File: src/shared/scs_pkg.sv
// package: register map, fields, resets and timing of the clock control
package scs_pkg;
  // register addresses on the serial control port
  localparam logic [14:0] ADDR_NOISE = 15'h002B;
  localparam logic [14:0] ADDR_DIV_PRI = 15'h003D;
  localparam logic [14:0] ADDR_DIV_FB = 15'h003E;
  localparam logic [14:0] ADDR_HOLD = 15'h005C;
  localparam logic [14:0] ADDR_CAL_CTRL = 15'h005D;
  localparam logic [14:0] ADDR_CAL_STAT = 15'h005E;
  localparam logic [14:0] ADDR_LINK_STAT = 15'h0208;
  localparam logic [14:0] ADDR_OUT_CTRL = 15'h0060;
  localparam logic [14:0] ADDR_RX_DIV = 15'h0061;
  localparam logic [14:0] ADDR_SYSREF_WIN = 15'h0062;

  // field positions
  localparam int HOLD_BIT = 0;
  localparam int CAL_START_BIT = 0;
  localparam int CAL_DONE_BIT = 0;
  localparam int LOCK_BIT = 0;
  localparam int PRESCALE_LSB = 4;
  localparam int VCO_DIV_LSB = 0;
  localparam int REPEAT_EN_BIT = 0;
  localparam int TRIG_EN_BIT = 1;
  localparam int AUX_OVR_BIT = 2;
  localparam int AUX_C_MODE_LSB = 3;
  localparam int AUX_D_EN_BIT = 5;

  // reset values
  localparam logic [7:0] NOISE_RST = 8'h00;
  localparam logic [7:0] DIV_PRI_RST = 8'h25;
  localparam logic [7:0] DIV_FB_RST = 8'h08;
  localparam logic [7:0] HOLD_RST = 8'h00;
  localparam logic [7:0] CAL_CTRL_RST = 8'h01;
  localparam logic [7:0] OUT_CTRL_RST = 8'h01;
  localparam logic [7:0] RX_DIV_RST = 8'h01;
  localparam logic [10:0] PIN_SYNC_RST = 11'h100;

  // supported combined vco divisors
  localparam logic [7:0] VCO_DIV_A = 8'h0A;
  localparam logic [7:0] VCO_DIV_B = 8'h0C;
  localparam logic [7:0] VCO_DIV_C = 8'h10;

  // timing
  localparam int CLK_PERIOD_NS = 40;
  localparam int CAL_TIME_NS = 2000;
  localparam int LOCK_TIME_NS = 1000;
  localparam int CAL_CYCLES =
    (CAL_TIME_NS + CLK_PERIOD_NS - 1) / CLK_PERIOD_NS;
  localparam int LOCK_CYCLES =
    (LOCK_TIME_NS + CLK_PERIOD_NS - 1) / CLK_PERIOD_NS;
  localparam int SPI_FRAME_BITS = 24;

  // synthesizer sequence states
  typedef enum logic [1:0] {
    ST_HOLD, ST_CAL, ST_LOCKWAIT, ST_LOCKED
  } scs_state_type;
endpackage

File: src/rtl/scs_clock_ctrl.sv
// sampling clock selection, synthesizer sequencing and clock output control
//
// Contract
// synth-enable pin high: sampling clock comes from the synthesizer
// synth on: select pin high takes single-ended ref, else differential
// both pins low: bypass, differential input is the sampling clock
// board never relies on single-ended ref while bypassed
// synth on: selected reference repeats on the repeat output
// aux outputs give reference or divided copies via straps or registers
// repeat and aux outputs run from power-up if selected, powerdown low
// powerdown high also silences repeat and aux clock outputs
// serial clock from sampling clock; a divided copy may feed trigger
// sysref captured by selected clock; window logs setup and hold
// selected sampling clock drives cores, digital logic, serial synth
// rate = vco / (divider x prescaler) = reference x feedback divider
// only combined vco divisors 10, 12 and 16 when synthesizing
// system bypasses synth, feeds clock directly, for unsupported rates
// software sets hold bit before changing any synthesizer setting
// prescaler and vco divider writable at 0x3D, feedback divider at 0x3E
// software arms tuning calibration at 0x5D after programming dividers
// armed calibration runs when the hold bit is cleared
// completion reads 1 in calibration-complete at 0x5E and lock at 0x208
// supply-noise suppression options selectable through bits at 0x2B
// repeat output on with synthesizer; enable bit written 0 turns it off
// trigger off after startup until enabled; rate set by receiver divider
// status bits read 0 while synthesizer is held or calibrating
// software polls both status bits, with timeout, before using the clock
`timescale 1ns/1ps
`default_nettype none
module scs_clock_ctrl (
  // clock, reset, enable
  input wire logic CLK,
  input wire logic RSTN,
  input wire logic CE,
  // configuration pins
  input wire logic SYNTH_EN_PIN,
  input wire logic SINGLE_ENDED_REF_SELECT_PIN,
  input wire logic [1:0] AUX_CLOCK_STRAP_PINS,
  input wire logic POWERDOWN_PIN,
  // clock and sync inputs
  input wire logic DIFF_CLK_IN,
  input wire logic SINGLE_ENDED_REF_IN,
  input wire logic SYSREF_IN,
  // serial control port
  input wire logic SPI_SCLK,
  input wire logic SPI_CS_N,
  input wire logic SPI_SDI,
  output logic SPI_SDO,
  // clock outputs
  output logic SAMPLE_CLK_OUT,
  output logic REF_CLOCK_REPEAT_OUT,
  output logic AUX_CLOCK_OUT_C,
  output logic AUX_CLOCK_OUT_D,
  output logic TRIGGER_CLOCK_OUT,
  // status and options
  output logic SYSREF_CAPTURE_OUT,
  output logic [1:0] NOISE_SUPPRESS_OUT
);

  logic [10:0] meta_reg;
  logic [10:0] sync_reg;
  logic synth_en, ref_sel, pd, diff_s, se_s, sclk_s, cs_n_s, sdi_s, sysref_s;
  logic [1:0] strap;
  logic sclk_d_reg, sysref_prev_reg;
  logic [4:0] bit_cnt_reg;
  logic [22:0] sh_reg;
  logic [7:0] rd_sh_reg;
  logic [7:0] rd_data;
  logic [14:0] rd_addr, wr_addr;
  logic [7:0] wr_data;
  logic sclk_rise, sclk_fall, wr_stb, rd_load;
  logic [7:0] noise_reg, div_pri_reg, div_fb_reg, hold_reg, cal_ctrl_reg;
  logic [7:0] out_ctrl_reg, rx_div_reg;
  logic [1:0] win_reg;
  scs_pkg::scs_state_type state_reg, state_next;
  logic [7:0] cnt_reg;
  logic done_reg;
  logic [7:0] vco_div;
  logic div_ok, hold, lock;
  logic ref_lvl, samp_lvl, samp_prev_reg, ref_prev_reg, samp_rise, ref_rise;
  logic [1:0] ref_div_reg;
  logic [7:0] trig_cnt_reg;
  logic trig_tgl_reg;
  logic aux_c_next, aux_d_next;
  logic [1:0] c_mode;

  // two-stage synchroniser for every input pin except CLK, RSTN and CE
  always_ff @(posedge CLK) begin
    if (!RSTN) begin
      meta_reg <= scs_pkg::PIN_SYNC_RST;
      sync_reg <= scs_pkg::PIN_SYNC_RST;
    end else if (CE) begin
      meta_reg <= {SYSREF_IN, SPI_SDI, SPI_CS_N, SPI_SCLK, SINGLE_ENDED_REF_IN,
                   DIFF_CLK_IN, POWERDOWN_PIN, AUX_CLOCK_STRAP_PINS,
                   SINGLE_ENDED_REF_SELECT_PIN, SYNTH_EN_PIN};
      sync_reg <= meta_reg;
    end
  end

  assign synth_en = sync_reg[0];
  assign ref_sel = sync_reg[1];
  assign strap = sync_reg[3:2];
  assign pd = sync_reg[4];
  assign diff_s = sync_reg[5];
  assign se_s = sync_reg[6];
  assign sclk_s = sync_reg[7];
  assign cs_n_s = sync_reg[8];
  assign sdi_s = sync_reg[9];
  assign sysref_s = sync_reg[10];

  // serial port framing: r/w bit, 15-bit address, 8 data bits, msb first
  assign sclk_rise = sclk_s && !sclk_d_reg && !cs_n_s;
  assign sclk_fall = !sclk_s && sclk_d_reg && !cs_n_s;
  assign rd_addr = {sh_reg[13:0], sdi_s};
  assign rd_load = sclk_rise && bit_cnt_reg == 5'h0F && sh_reg[14];
  assign wr_addr = sh_reg[21:7];
  assign wr_data = {sh_reg[6:0], sdi_s};
  assign wr_stb = sclk_rise && bit_cnt_reg == 5'(scs_pkg::SPI_FRAME_BITS - 1)
                  && !sh_reg[22];

  // shift register and bit counter; chip select high restarts the frame
  always_ff @(posedge CLK) begin
    if (!RSTN) begin
      sclk_d_reg <= 1'b0;
      bit_cnt_reg <= 5'h00;
      sh_reg <= 23'h000000;
    end else if (CE) begin
      sclk_d_reg <= sclk_s;
      if (cs_n_s) begin
        bit_cnt_reg <= 5'h00;
      end else if (sclk_rise) begin
        sh_reg <= {sh_reg[21:0], sdi_s};
        bit_cnt_reg <= bit_cnt_reg + 5'h01;
      end
    end
  end

  // read data path; unmapped addresses read as zero
  always_comb begin
    rd_data = 8'h00;
    case (rd_addr)
      scs_pkg::ADDR_NOISE: rd_data = noise_reg;
      scs_pkg::ADDR_DIV_PRI: rd_data = div_pri_reg;
      scs_pkg::ADDR_DIV_FB: rd_data = div_fb_reg;
      scs_pkg::ADDR_HOLD: rd_data = hold_reg;
      scs_pkg::ADDR_CAL_CTRL: rd_data = cal_ctrl_reg;
      scs_pkg::ADDR_CAL_STAT: rd_data[scs_pkg::CAL_DONE_BIT] = done_reg;
      scs_pkg::ADDR_LINK_STAT: rd_data[scs_pkg::LOCK_BIT] = lock;
      scs_pkg::ADDR_OUT_CTRL: rd_data = out_ctrl_reg;
      scs_pkg::ADDR_RX_DIV: rd_data = rx_div_reg;
      scs_pkg::ADDR_SYSREF_WIN: rd_data = {6'h00, win_reg};
      default: rd_data = 8'h00;
    endcase
  end

  // read data leaves on falling edges so it is stable at the next rising edge
  always_ff @(posedge CLK) begin
    if (!RSTN) begin
      rd_sh_reg <= 8'h00;
      SPI_SDO <= 1'b0;
    end else if (CE) begin
      if (rd_load) begin
        rd_sh_reg <= rd_data;
      end else if (sclk_fall && bit_cnt_reg >= 5'h10) begin
        SPI_SDO <= rd_sh_reg[7];
        rd_sh_reg <= {rd_sh_reg[6:0], 1'b0};
      end
    end
  end

  // writable registers; read-only and unmapped addresses drop the write
  always_ff @(posedge CLK) begin
    if (!RSTN) begin
      noise_reg <= scs_pkg::NOISE_RST;
      div_pri_reg <= scs_pkg::DIV_PRI_RST;
      div_fb_reg <= scs_pkg::DIV_FB_RST;
      hold_reg <= scs_pkg::HOLD_RST;
      cal_ctrl_reg <= scs_pkg::CAL_CTRL_RST;
      out_ctrl_reg <= scs_pkg::OUT_CTRL_RST;
      rx_div_reg <= scs_pkg::RX_DIV_RST;
    end else if (CE && wr_stb) begin
      case (wr_addr)
        scs_pkg::ADDR_NOISE: noise_reg <= wr_data;
        scs_pkg::ADDR_DIV_PRI: div_pri_reg <= wr_data;
        scs_pkg::ADDR_DIV_FB: div_fb_reg <= wr_data;
        scs_pkg::ADDR_HOLD: hold_reg <= wr_data;
        scs_pkg::ADDR_CAL_CTRL: cal_ctrl_reg <= wr_data;
        scs_pkg::ADDR_OUT_CTRL: out_ctrl_reg <= wr_data;
        scs_pkg::ADDR_RX_DIV: rx_div_reg <= wr_data;
        default: ;
      endcase
    end
  end

  // noise suppression options go straight to the analog trim
  assign NOISE_SUPPRESS_OUT = noise_reg[1:0];

  // combined divisor check; feedback divider only scales the reference
  assign vco_div = 8'(div_pri_reg[7:scs_pkg::PRESCALE_LSB]
                   * div_pri_reg[scs_pkg::PRESCALE_LSB-1:
                                 scs_pkg::VCO_DIV_LSB]);
  assign div_ok = (vco_div == scs_pkg::VCO_DIV_A)
                  || (vco_div == scs_pkg::VCO_DIV_B)
                  || (vco_div == scs_pkg::VCO_DIV_C);
  assign hold = hold_reg[scs_pkg::HOLD_BIT];
  assign lock = state_reg == scs_pkg::ST_LOCKED;

  // synthesizer sequence: hold, optional calibration, lock wait, locked
  always_comb begin
    state_next = state_reg;
    case (state_reg)
      scs_pkg::ST_HOLD: begin
        if (synth_en && !hold) begin
          state_next = cal_ctrl_reg[scs_pkg::CAL_START_BIT]
                       ? scs_pkg::ST_CAL : scs_pkg::ST_LOCKWAIT;
        end
      end
      scs_pkg::ST_CAL: begin
        if (cnt_reg == 8'(scs_pkg::CAL_CYCLES - 1)) begin
          state_next = scs_pkg::ST_LOCKWAIT;
        end
      end
      scs_pkg::ST_LOCKWAIT: begin
        if (div_ok && cnt_reg == 8'(scs_pkg::LOCK_CYCLES - 1)) begin
          state_next = scs_pkg::ST_LOCKED;
        end
      end
      scs_pkg::ST_LOCKED: begin
        if (!div_ok) begin
          state_next = scs_pkg::ST_LOCKWAIT;
        end
      end
      default: state_next = scs_pkg::ST_HOLD;
    endcase
    if (!synth_en || hold) begin
      state_next = scs_pkg::ST_HOLD;
    end
  end

  // state, dwell counter and the sticky calibration-complete flag
  always_ff @(posedge CLK) begin
    if (!RSTN) begin
      state_reg <= scs_pkg::ST_HOLD;
      cnt_reg <= 8'h00;
      done_reg <= 1'b0;
    end else if (CE) begin
      state_reg <= state_next;
      if (state_next != state_reg
          || (state_reg == scs_pkg::ST_LOCKWAIT && !div_ok)) begin
        cnt_reg <= 8'h00;
      end else begin
        cnt_reg <= cnt_reg + 8'h01;
      end
      if (state_next == scs_pkg::ST_HOLD || state_next == scs_pkg::ST_CAL) begin
        done_reg <= 1'b0;
      end else if (state_reg == scs_pkg::ST_CAL) begin
        done_reg <= 1'b1;
      end
    end
  end

  // clock selection; the synthesized clock is modelled by the reference
  // gated on lock, since a 25 MHz fabric cannot multiply frequency
  assign ref_lvl = ref_sel ? se_s : diff_s;
  assign samp_lvl = synth_en ? (lock && ref_lvl) : diff_s;
  assign samp_rise = samp_lvl && !samp_prev_reg;
  assign ref_rise = ref_lvl && !ref_prev_reg;

  // edge history and the reference divider for the aux outputs
  always_ff @(posedge CLK) begin
    if (!RSTN) begin
      samp_prev_reg <= 1'b0;
      ref_prev_reg <= 1'b0;
      ref_div_reg <= 2'h0;
    end else if (CE) begin
      samp_prev_reg <= samp_lvl;
      ref_prev_reg <= ref_lvl;
      if (ref_rise) begin
        ref_div_reg <= ref_div_reg + 2'h1;
      end
    end
  end

  // aux routing: straps unless the override bit hands control to software;
  // output d only runs while output c is enabled
  assign c_mode = out_ctrl_reg[scs_pkg::AUX_OVR_BIT]
                  ? out_ctrl_reg[scs_pkg::AUX_C_MODE_LSB +: 2] : strap;
  always_comb begin
    case (c_mode)
      2'h1: aux_c_next = ref_lvl;
      2'h2: aux_c_next = ref_div_reg[0];
      2'h3: aux_c_next = ref_div_reg[1];
      default: aux_c_next = 1'b0;
    endcase
    aux_d_next = (c_mode != 2'h0) && ref_lvl
                 && (!out_ctrl_reg[scs_pkg::AUX_OVR_BIT]
                     || out_ctrl_reg[scs_pkg::AUX_D_EN_BIT]);
  end

  // registered clock outputs; powerdown forces the repeat and aux copies low, not the sampling clock
  always_ff @(posedge CLK) begin
    if (!RSTN) begin
      SAMPLE_CLK_OUT <= 1'b0;
      REF_CLOCK_REPEAT_OUT <= 1'b0;
      AUX_CLOCK_OUT_C <= 1'b0;
      AUX_CLOCK_OUT_D <= 1'b0;
    end else if (CE) begin
      SAMPLE_CLK_OUT <= samp_lvl;
      REF_CLOCK_REPEAT_OUT <= synth_en && out_ctrl_reg[scs_pkg::REPEAT_EN_BIT]
                              && !pd && ref_lvl;
      AUX_CLOCK_OUT_C <= !pd && aux_c_next;
      AUX_CLOCK_OUT_D <= !pd && aux_d_next;
    end
  end

  // trigger clock: sampling clock divided by twice the receiver divider
  always_ff @(posedge CLK) begin
    if (!RSTN) begin
      trig_cnt_reg <= 8'h00;
      trig_tgl_reg <= 1'b0;
      TRIGGER_CLOCK_OUT <= 1'b0;
    end else if (CE) begin
      if (samp_rise) begin
        if (trig_cnt_reg + 8'h01 >= rx_div_reg) begin
          trig_cnt_reg <= 8'h00;
          trig_tgl_reg <= !trig_tgl_reg;
        end else begin
          trig_cnt_reg <= trig_cnt_reg + 8'h01;
        end
      end
      TRIGGER_CLOCK_OUT <= out_ctrl_reg[scs_pkg::TRIG_EN_BIT] && !pd
                           && trig_tgl_reg;
    end
  end

  // sysref capture on each sampling edge; the window keeps the level just
  // before and at the edge, a mismatch flags a setup hazard
  always_ff @(posedge CLK) begin
    if (!RSTN) begin
      sysref_prev_reg <= 1'b0;
      win_reg <= 2'h0;
      SYSREF_CAPTURE_OUT <= 1'b0;
    end else if (CE) begin
      sysref_prev_reg <= sysref_s;
      SYSREF_CAPTURE_OUT <= samp_rise && sysref_s;
      if (samp_rise) begin
        win_reg <= {sysref_prev_reg, sysref_s};
      end
    end
  end
endmodule
`default_nettype wire

File: config.mk
export PLATFORM = sky130hd
export DESIGN_NAME = scs_clock_ctrl
export DESIGN_NICKNAME = d
export VERILOG_FILES = /design/src/shared/scs_pkg.sv /design/src/rtl/scs_clock_ctrl.sv
export SDC_FILE = /design/constraint.sdc
export NUM_CORES = 1
export LEC_CHECK = 0
export BUFFER_PORTS_ARGS = -buffer_cell sky130_fd_sc_hd__buf_2
export CAP_MARGIN = 25
export CORE_UTILIZATION = 35
export DETAILED_ROUTE_END_ITERATION = 8
export GPL_TIMING_DRIVEN = 0
export PLACE_DENSITY = 0.51
export SLEW_MARGIN = 25
export SYNTH_ARGS = -nofsm -noshare
export SYNTH_HDL_FRONTEND = slang
export SYNTH_SLANG_ARGS = --single-unit
File: constraint.sdc
create_clock -name CLK -period 5 [get_ports CLK]
set_clock_uncertainty 0.2 [all_clocks]
set_input_delay 0.75 -clock CLK [delete_from_list [all_inputs] [get_ports CLK]]
set_output_delay 0.75 -clock CLK [all_outputs]
set_load 0.005 [all_outputs]
==> results of run 1 <==
==> kinds of logic after synthesis <==
kind of cell / Yosys count / share of synthesized area (%)
AO/OA/AOI/OAI: 153 / 13.6
XOR/XNOR: 16 / 1.92
adder cells (fa/ha/maj): 30 / 5.55
buffers and inverters: 75 / 3.99
flip-flops: 148 / 40.6
multiplexers: 91 / 12.5
AND/OR/NAND/NOR: 326 / 21.8
==> through the flow <==
step | power, mW | cells | hold WS [ns]
finish | 2.57 | 1161 | 0.250
global route | 2.66 | 1161 | 0.274
CTS | 2.60 | 1161 | 0.253
detailed placement | 1.33 | 1129 | 0.243
global placement | 1.33 | 1129 | 0.238
floorplan | 1.29 | 839 | 0.230
==> worst max path at each step <==
stage / startpoint / endpoint / slack, ns
floorplan: div_pri_reg[4]$_SDFFE_PN0P_ / cnt_reg[0]$_SDFFE_PN0P_ / 1.38
global placement: div_pri_reg[4]$_SDFFE_PN0P_ / cnt_reg[5]$_SDFFE_PN0P_ / 0.43
detailed placement: div_pri_reg[4]$_SDFFE_PN0P_ / cnt_reg[7]$_SDFFE_PN0P_ / 0.45
CTS: div_pri_reg[4]$_SDFFE_PN0P_ / cnt_reg[6]$_SDFFE_PN0P_ / 0.43
global route: div_pri_reg[4]$_SDFFE_PN0P_ / cnt_reg[6]$_SDFFE_PN0P_ / 0.22
finish: div_pri_reg[4]$_SDFFE_PN0P_ / cnt_reg[6]$_SDFFE_PN0P_ / 0.54
==> layer usage <==
metal / GRT usage, % / routed length, microns / share of wire [%]
met1: 26.9 / 9890 / 50
met3: 4.34 / 932 / 4.7
met5: 0 / 0 / 0
met2: 30.0 / 8770 / 44
met4: 4.38 / 167 / 0.84
==> cells in the final DEF, fill, tap and decap left out, drive strengths merged, types with 13 or more instances in the layout <==
cell / count
a211oi: 14
a21oi: 52
a22oi: 16
and2: 23
buf: 27
clkbuf: 63
dfxtp: 148
ha: 26
inv: 30
mux2i: 89
nand2: 94
nand3: 13
nor2: 114
nor2b: 14
o21ai: 17
==> worst max-delay path, delay by kind of cell (launching register included) <==
kind            cells  cell delay [ns]
flops               1             0.46
fa+ha+maj           3             1.52
compound gates      3             1.30
mux                 1             0.10
simple gates        2             0.46
xor+xnor            1             0.26
==> area by class of cell <==
cell class | instances | area, sq um | area share, %
multi-input combinational | 616 | 4050 | 48.7
sequential | 148 | 2960 | 35.6
clock buffer | 18 | 439 | 5.28
tap | 270 | 338 | 4.06
buffer | 52 | 205 | 2.47
clock inverter | 14 | 140 | 1.68
timing repair buffer | 20 | 100 | 1.20
inverter | 23 | 86.3 | 1.04
==> power by group <==
group	internal [mW]	switching (mW)
Clock	0.712	0.563
Sequential	1.19	0.0117
Combinational	0.0321	0.0632
Total	1.94	0.638
==> results.json, run 1 <==
{
  "largest_reg_flops": 23,
  "final_hold_viol_count": 0,
  "num_rows": 52,
  "synth_fp_nets": 883,
  "tns_ns": 0,
  "yosysTopAreaCell": "dfxtp_1",
  "syn2layout_area_growth_pct": 13.9,
  "cp_cell_sequence": "nand2_1, fa_1, fa_1, fa_1, xor2_1, mux2i_1, o21ai_0, nand4_1, o31ai_1, a211oi_1",
  "yosys_warnings": 0,
  "pin_count": 23,
  "route.detailed.drc": 0,
  "synth_top_area_share_pct": 40.6,
  "critPathMaxStageDelay_ns": 0.89,
  "start_util_pct": 35.9,
  "slew_headroom_pct": 34.8,
  "grt_pass1_wl_microns": 31900,
  "synth_edf_count": 0,
  "cts_resized": 0,
  "yosysMostFrequentCell": "dfxtp_1",
  "cp_slowest_cell": "o31ai_1",
  "fin_nets": 922,
  "numCtsBuffers": 17,
  "fp.dieW_microns": 146,
  "setup_viol": 0,
  "fin_crit_sh_pct": 89.1,
  "hold_buffers": 0,
  "grt_usage_pct": 19.2,
  "yosysSeqAreaShare_pct": 40.6,
  "die_area_sq_mm": 0.0215,
  "fin_ws_ns": 0.544,
  "startpoint_type": "flop",
  "crit_top_cell": "fa_1",
  "synthArstFlopShare_pct": 0,
  "dpl_cell_area_sq_mm": 0.00774,
  "hold_path.class": "flop to flop",
  "vias": 6031,
  "rrSetupSlack_ns": 0.54,
  "cts.clk_slew.worst_paths_ns": 0.07,
  "holdPathStages": 2,
  "utilization_pct": 40.9,
  "grt_pass1_vias": 5670,
  "synth_flop_cell": "dfxtp_1",
  "cts_setup_buffers": 0,
  "final_area_sq_mm": 0.00832,
  "antenna_found_initial": 0,
  "crit_type": "flop to flop",
  "synth_commonest_cells": "dfxtp_1, nor2_1, nand2_1",
  "ys_seq_elements": 148,
  "insertion_delay_ns": 0.43,
  "post-dp-hpwl_microns": 14200,
  "drt-pass1-iter-count": 5,
  "worstHoldStart": "sh_reg[22]$_SDFFE_PN0P_",
  "wl_per_cell_microns": 17.0,
  "place_ws_ns": 0.447,
  "r2r_start": "div_pri_reg[4]$_SDFFE_PN0P_",
  "grt_overflow": 0,
  "avgSynthCellArea_sq_um": 8.71,
  "cts_buffer_depth": 2,
  "cts.sinks": 148,
  "powerDensity_mw_per_mm2": 309,
  "drt-initial-drc-count": 363,
  "die_y_microns": 146,
  "vdd_ir_drop_max_mv": 0.237,
  "fillers": 2078,
  "synth_top_cells_by_area": "dfxtp_1, mux2i_1, nor2_1, nand2_1, ha_1",
  "cp.required_ns": 5.07,
  "crit_arrival_ns": 4.53,
  "min_to": "sh_reg[22]$_SDFFE_PN0P_",
  "finalWeightedCongestion": 0.864,
  "synth_area_sq_mm": 0.00731,
  "slew_violations": 0,
  "clock-root-buffer": "clkbuf_16",
  "vias_per_cell": 5.19,
  "synth_cell_types": 58,
  "cp_max_fo": 8,
  "clock.fmax_mhz": 224,
  "core_area_sq_mm": 0.0204,
  "drv_cap": 0,
  "end_kind": "flop",
  "syn_inst": 839,
  "wirelength_microns": 19800,
  "htree_levels": 4,
  "ant_nets": 0,
  "rsz0062_at_grt": "false",
  "drive_gt1_share_pct": 7.18,
  "fin_crit_ns": 4.46,
  "r2r_end": "cnt_reg[6]$_SDFFE_PN0P_",
  "reg2regPathDepth": 10,
  "status": "finished, final reports clean",
  "grt_start_max_net_pins": 17,
  "worstMarginPinSlew_ns": 0.970,
  "io_buffers": 20,
  "p_leak_nw": 3.29,
  "antennaDiodeCount": 0,
  "cts_tree": "done"
}
No activity file was read; power rests on OpenSTA's default activity.
==> run 2: changes to the inputs <==
CTS_CLUSTER_DIAMETER = 50   (was unset)
RECOVER_POWER = 50   (was unset)
==> results.json, run 2 (synthesized netlist as in run 1, its figures left out) <==
{
  "status": "finished, final reports clean",
  "grt_pass1_wl_microns": 31900,
  "rsz0062_at_grt": "false",
  "placed_cells": 1129,
  "post-dp-hpwl_microns": 14200,
  "wl_met1_microns": 9990,
  "place_ws_ns": 0.447,
  "slew_violations": 0,
  "clock-root-buffer": "clkbuf_16",
  "drt-initial-drc-count": 333,
  "syn2layout_area_growth_pct": 13.9,
  "cts_resized": 0,
  "clock.fmax_mhz": 224,
  "cp_max_fo": 8,
  "start_util_pct": 35.9,
  "final_common_cell": "dfxtp_1",
  "numCtsBuffers": 17,
  "netSwitchingFraction_pct": 24.8,
  "dr_wl_met2_microns": 8710,
  "hold_buffers": 0,
  "fin_crit_ns": 4.46,
  "seqPwrFrac_pct": 46.8,
  "wirelength_microns": 19800,
  "power.internal_mw": 1.94,
  "final_hold_viol_count": 0,
  "cts_buffer_depth": 2,
  "tns_ns": 0,
  "fin_ws_ns": 0.541,
  "fin_nets": 922,
  "finalWeightedCongestion": 0.864,
  "ant_nets": 0,
  "vias_per_cell": 5.19,
  "p_leak_nw": 3.28,
  "largest_reg_flops": 23,
  "startpoint_type": "flop",
  "vias": 6021,
  "num_rows": 52,
  "grt_pass1_vias": 5670,
  "dr_wl_met3_microns": 899,
  "antenna_found_initial": 0,
  "antennaDiodeCount": 0,
  "cts.sinks": 148,
  "p_switching_uw": 637,
  "cts_setup_buffers": 0,
  "grt_usage_pct": 19.2,
  "instances_no_fill": 1161,
  "cp.required_ns": 5.07,
  "die_area_sq_mm": 0.0215,
  "fp.dieW_microns": 146,
  "end_kind": "flop",
  "insertion_delay_ns": 0.43,
  "crit_arrival_ns": 4.53,
  "cts.clk_slew.worst_paths_ns": 0.07,
  "top_layer_used": "met4",
  "drt-pass1-iter-count": 7,
  "io_buffers": 20,
  "final_cell_mix": "dfxtp_1, nor2_1, nand2_1, mux2i_1, a21oi_1",
  "powerDensity_mw_per_mm2": 309,
  "p_clk_share_pct": 49.5,
  "drive_gt1_share_pct": 6.96,
  "fin_crit_sh_pct": 89.2,
  "route.detailed.drc": 0,
  "setup_viol": 0,
  "vdd_ir_drop_max_mv": 0.238,
  "p_comb_share_pct": 3.7,
  "cts_tree": "done",
  "die_y_microns": 146,
  "crit_type": "flop to flop",
  "grt_start_max_net_pins": 17,
  "slew_headroom_pct": 21.2,
  "core_area_sq_mm": 0.0204,
  "wl_per_cell_microns": 17.0,
  "hold_path.class": "flop to flop",
  "htree_levels": 4,
  "worstMarginPinSlew_ns": 1.17,
  "power_mw": 2.57,
  "grt_overflow": 0,
  "pin_count": 23,
  "drv_cap": 0
}
[run 2: changes by cell type in the layout (fill, tap and decap cells not counted)]
cell,before,now
o21ai_1,1,0
and2_0,0,1
and2_1,23,22
buf_2,22,21
clkbuf_4,0,2
buf_4,2,0
or4_4,1,0
buf_1,3,1
or4_1,4,5
o21ai_0,16,17
clkbuf_1,45,48
[run 2: final cells by class]
class / count / area, sq um
multi-input cells: 616 / 4050
plain buffers: 52 / 205
clock inverters: 14 / 140
fillers: 2080 / 12000
inverters: 23 / 86.3
flip-flops and latches: 148 / 2960
well taps: 270 / 338
repair buffers: 20 / 98.8
clock buffers: 18 / 439
[run 2: worst max-delay path: stages, from the launching register on]
cell,delay (ns)
dfxtp_1,0.46
nand2_1,0.12
fa_1,0.51
fa_1,0.54
fa_1,0.47
xor2_1,0.26
mux2i_1,0.10
o21ai_0,0.23
nand4_1,0.35
o31ai_1,0.89
a211oi_1,0.18
[run 2: power by group through the flow]
stage	Clock, mW	Sequential [mW]	Combinational, mW
2_1_floorplan	0	1.23	0.0643
3_3_place_gp	0	1.23	0.0954
3_5_place_dp	0	1.23	0.0960
4_1_cts	1.30	1.20	0.0965
5_1_grt	1.35	1.21	0.105
6_report	1.27	1.20	0.0954
[run 2: through the flow]
step	utilization, %	cell area [sq um]	hold WS [ns]
detailed placement	38.0	7740	0.243
global route	40.8	8320	0.274
floorplan	-	7310	0.230
global placement	38.0	7740	0.238
finish	40.8	8320	0.250
CTS	40.9	8320	0.253
[run 2: worst paths after layout]
check	slack, ns	cells past startpoint	to	startpoint
max	0.54	10	cnt_reg[6]$_SDFFE_PN0P_	div_pri_reg[4]$_SDFFE_PN0P_
min	0.25	2	sh_reg[22]$_SDFFE_PN0P_	sh_reg[22]$_SDFFE_PN0P_
max reg2reg	0.54	10	cnt_reg[6]$_SDFFE_PN0P_	div_pri_reg[4]$_SDFFE_PN0P_
min reg2reg	0.25	2	sh_reg[22]$_SDFFE_PN0P_	sh_reg[22]$_SDFFE_PN0P_
[run 2: metal layers]
metal  up-vias  global-route usage [%]
met5         -                       0
met4         0                    4.38
met3        17                    4.34
met2       119                    30.0
met1      2856                    26.9
li1       3029                       -
==> run 3: changes to the inputs <==
==> constraint.sdc (replaced) <==
create_clock -name CLK -period 5 [get_ports CLK]
set_clock_uncertainty 0.2 [all_clocks]
set_input_delay 0.25 -clock CLK [delete_from_list [all_inputs] [get_ports CLK]]
set_output_delay 0.25 -clock CLK [all_outputs]
set_load 0.005 [all_outputs]
==> results.json, run 3 (synthesized netlist as in run 1, its figures left out) <==
{
  "status": "finished, final reports clean",
  "antennaDiodeCount": 0,
  "clock-root-buffer": "clkbuf_16",
  "critPathMaxStageDelay_ns": 0.89,
  "drv_cap": 0,
  "crit_type": "flop to flop",
  "cp.required_ns": 5.07,
  "final_common_cell": "dfxtp_1",
  "fin_crit_sh_pct": 89.0,
  "cts_buffer_depth": 2,
  "fin_crit_ns": 4.45,
  "fillers": 2069,
  "cts_tree": "done",
  "worstMarginPinSlew_ns": 1.15,
  "antenna_found_initial": 0,
  "vias_per_cell": 5.17,
  "rsz0062_at_grt": "false",
  "htree_levels": 4,
  "num_rows": 52,
  "core_area_sq_mm": 0.0204,
  "drt-initial-drc-count": 336,
  "end_kind": "flop",
  "hold_path.class": "input pin to flop",
  "final_cell_mix": "dfxtp_1, nor2_1, nand2_1, mux2i_1, a21oi_1",
  "vias": 6065,
  "powerDensity_mw_per_mm2": 306,
  "ant_nets": 0,
  "slew_violations": 0,
  "route.detailed.drc": 0,
  "insertion_delay_ns": 0.43,
  "crit_top_cell": "fa_1",
  "cts.clk_slew.worst_paths_ns": 0.07,
  "cts_setup_buffers": 0,
  "cp_cell_sequence": "nand2_1, fa_1, fa_1, fa_1, xor2_1, mux2i_1, o21ai_0, nand4_1, o31ai_1, a211oi_1",
  "whs_ns": 0.184,
  "cp_slowest_cell": "o31ai_1",
  "wirelength_microns": 19800,
  "grt_pass1_wl_microns": 32000,
  "crit_arrival_ns": 4.53,
  "finalWeightedCongestion": 0.864,
  "slew_headroom_pct": 22.6,
  "post-dp-hpwl_microns": 14200,
  "largest_reg_flops": 23,
  "fp.dieW_microns": 146,
  "grt_pass1_vias": 5699,
  "cp_max_fo": 8,
  "drt-pass1-iter-count": 6,
  "start_util_pct": 35.9,
  "cts.sinks": 148,
  "drive_gt1_share_pct": 6.87,
  "fin_nets": 933,
  "worst-path-buf-inv": 0,
  "vdd_ir_drop_max_mv": 0.239,
  "grt_overflow": 0,
  "pin_count": 23,
  "grt_usage_pct": 19.3,
  "startpoint_type": "flop",
  "die_y_microns": 146,
  "die_area_sq_mm": 0.0215,
  "critPathTopFamily": "adder cells",
  "clock.fmax_mhz": 225,
  "tns_ns": 0,
  "grt_start_max_net_pins": 17,
  "numCtsBuffers": 17,
  "wl_per_cell_microns": 16.9,
  "setup_viol": 0,
  "syn2layout_area_growth_pct": 15.4,
  "final_hold_viol_count": 0,
  "io_buffers": 20,
  "p_leak_nw": 3.33
}
[run 3: cell count changes in the layout (fill, tap and decap cells not counted)]
cell	delta
dlygate4sd3_1	+11
[run 3: what timing repair did]
action,4_1_cts,5_1_grt
hold endpoints to repair,11,0
hold buffers,11,0
resized for setup,0,0
[run 3: area by class of cell]
type / instances / area [sq um] / share of cell area (%)
Inverter: 23 / 86.3 / 1.02
Timing Repair Buffer: 31 / 209 / 2.48
Clock buffer: 18 / 439 / 5.21
Sequential cell: 148 / 2960 / 35.2
Multi-Input combinational cell: 616 / 4050 / 48.0
Tap cell: 270 / 338 / 4.01
Clock inverter: 14 / 140 / 1.66
Buffer: 52 / 205 / 2.43
[run 3: worst paths after layout]
path	depth (start not counted)	to	from	slack (ns)
setup / recovery	10	cnt_reg[6]$_SDFFE_PN0P_	div_pri_reg[4]$_SDFFE_PN0P_	0.55
hold / removal	3	bit_cnt_reg[3]$_SDFFE_PN0P_	RSTN	0.18
setup reg to reg	10	cnt_reg[6]$_SDFFE_PN0P_	div_pri_reg[4]$_SDFFE_PN0P_	0.55
hold reg to reg	2	sh_reg[22]$_SDFFE_PN0P_	sh_reg[22]$_SDFFE_PN0P_	0.25
[run 3: worst min-delay path, stage by stage]
cell      delay, ns
clkbuf_1       0.30
o21ai_0        0.17
a21oi_1        0.05
[run 3: stage by stage]
step	cells	util [%]	total power [mW]	area, sq um	setup WS (ns)
final	1172	41.4	2.58	8430	0.549
after global routing	1172	41.4	2.67	8430	0.216
after CTS	1172	41.4	2.61	8430	0.431
after detailed placement	1129	38.0	1.33	7740	0.447
after global placement	1129	38.0	1.33	7740	0.432
after floorplan	839	-	1.29	7310	1.38
[run 3: metal layers]
metal / vias to the layer above / GRT usage, % / routed length (microns)
met2: 118 / 30.2 / 8790
met3: 15 / 4.34 / 899
met4: 0 / 4.38 / 167
met5: - / 0 / 0
li1: 3050 / - / -
met1: 2882 / 26.9 / 9990
[run 3: power by group]
group	internal (mW)	switching [mW]
clock network	0.712	0.561
registers	1.19	0.0117
logic	0.0377	0.0641
total	1.94	0.637
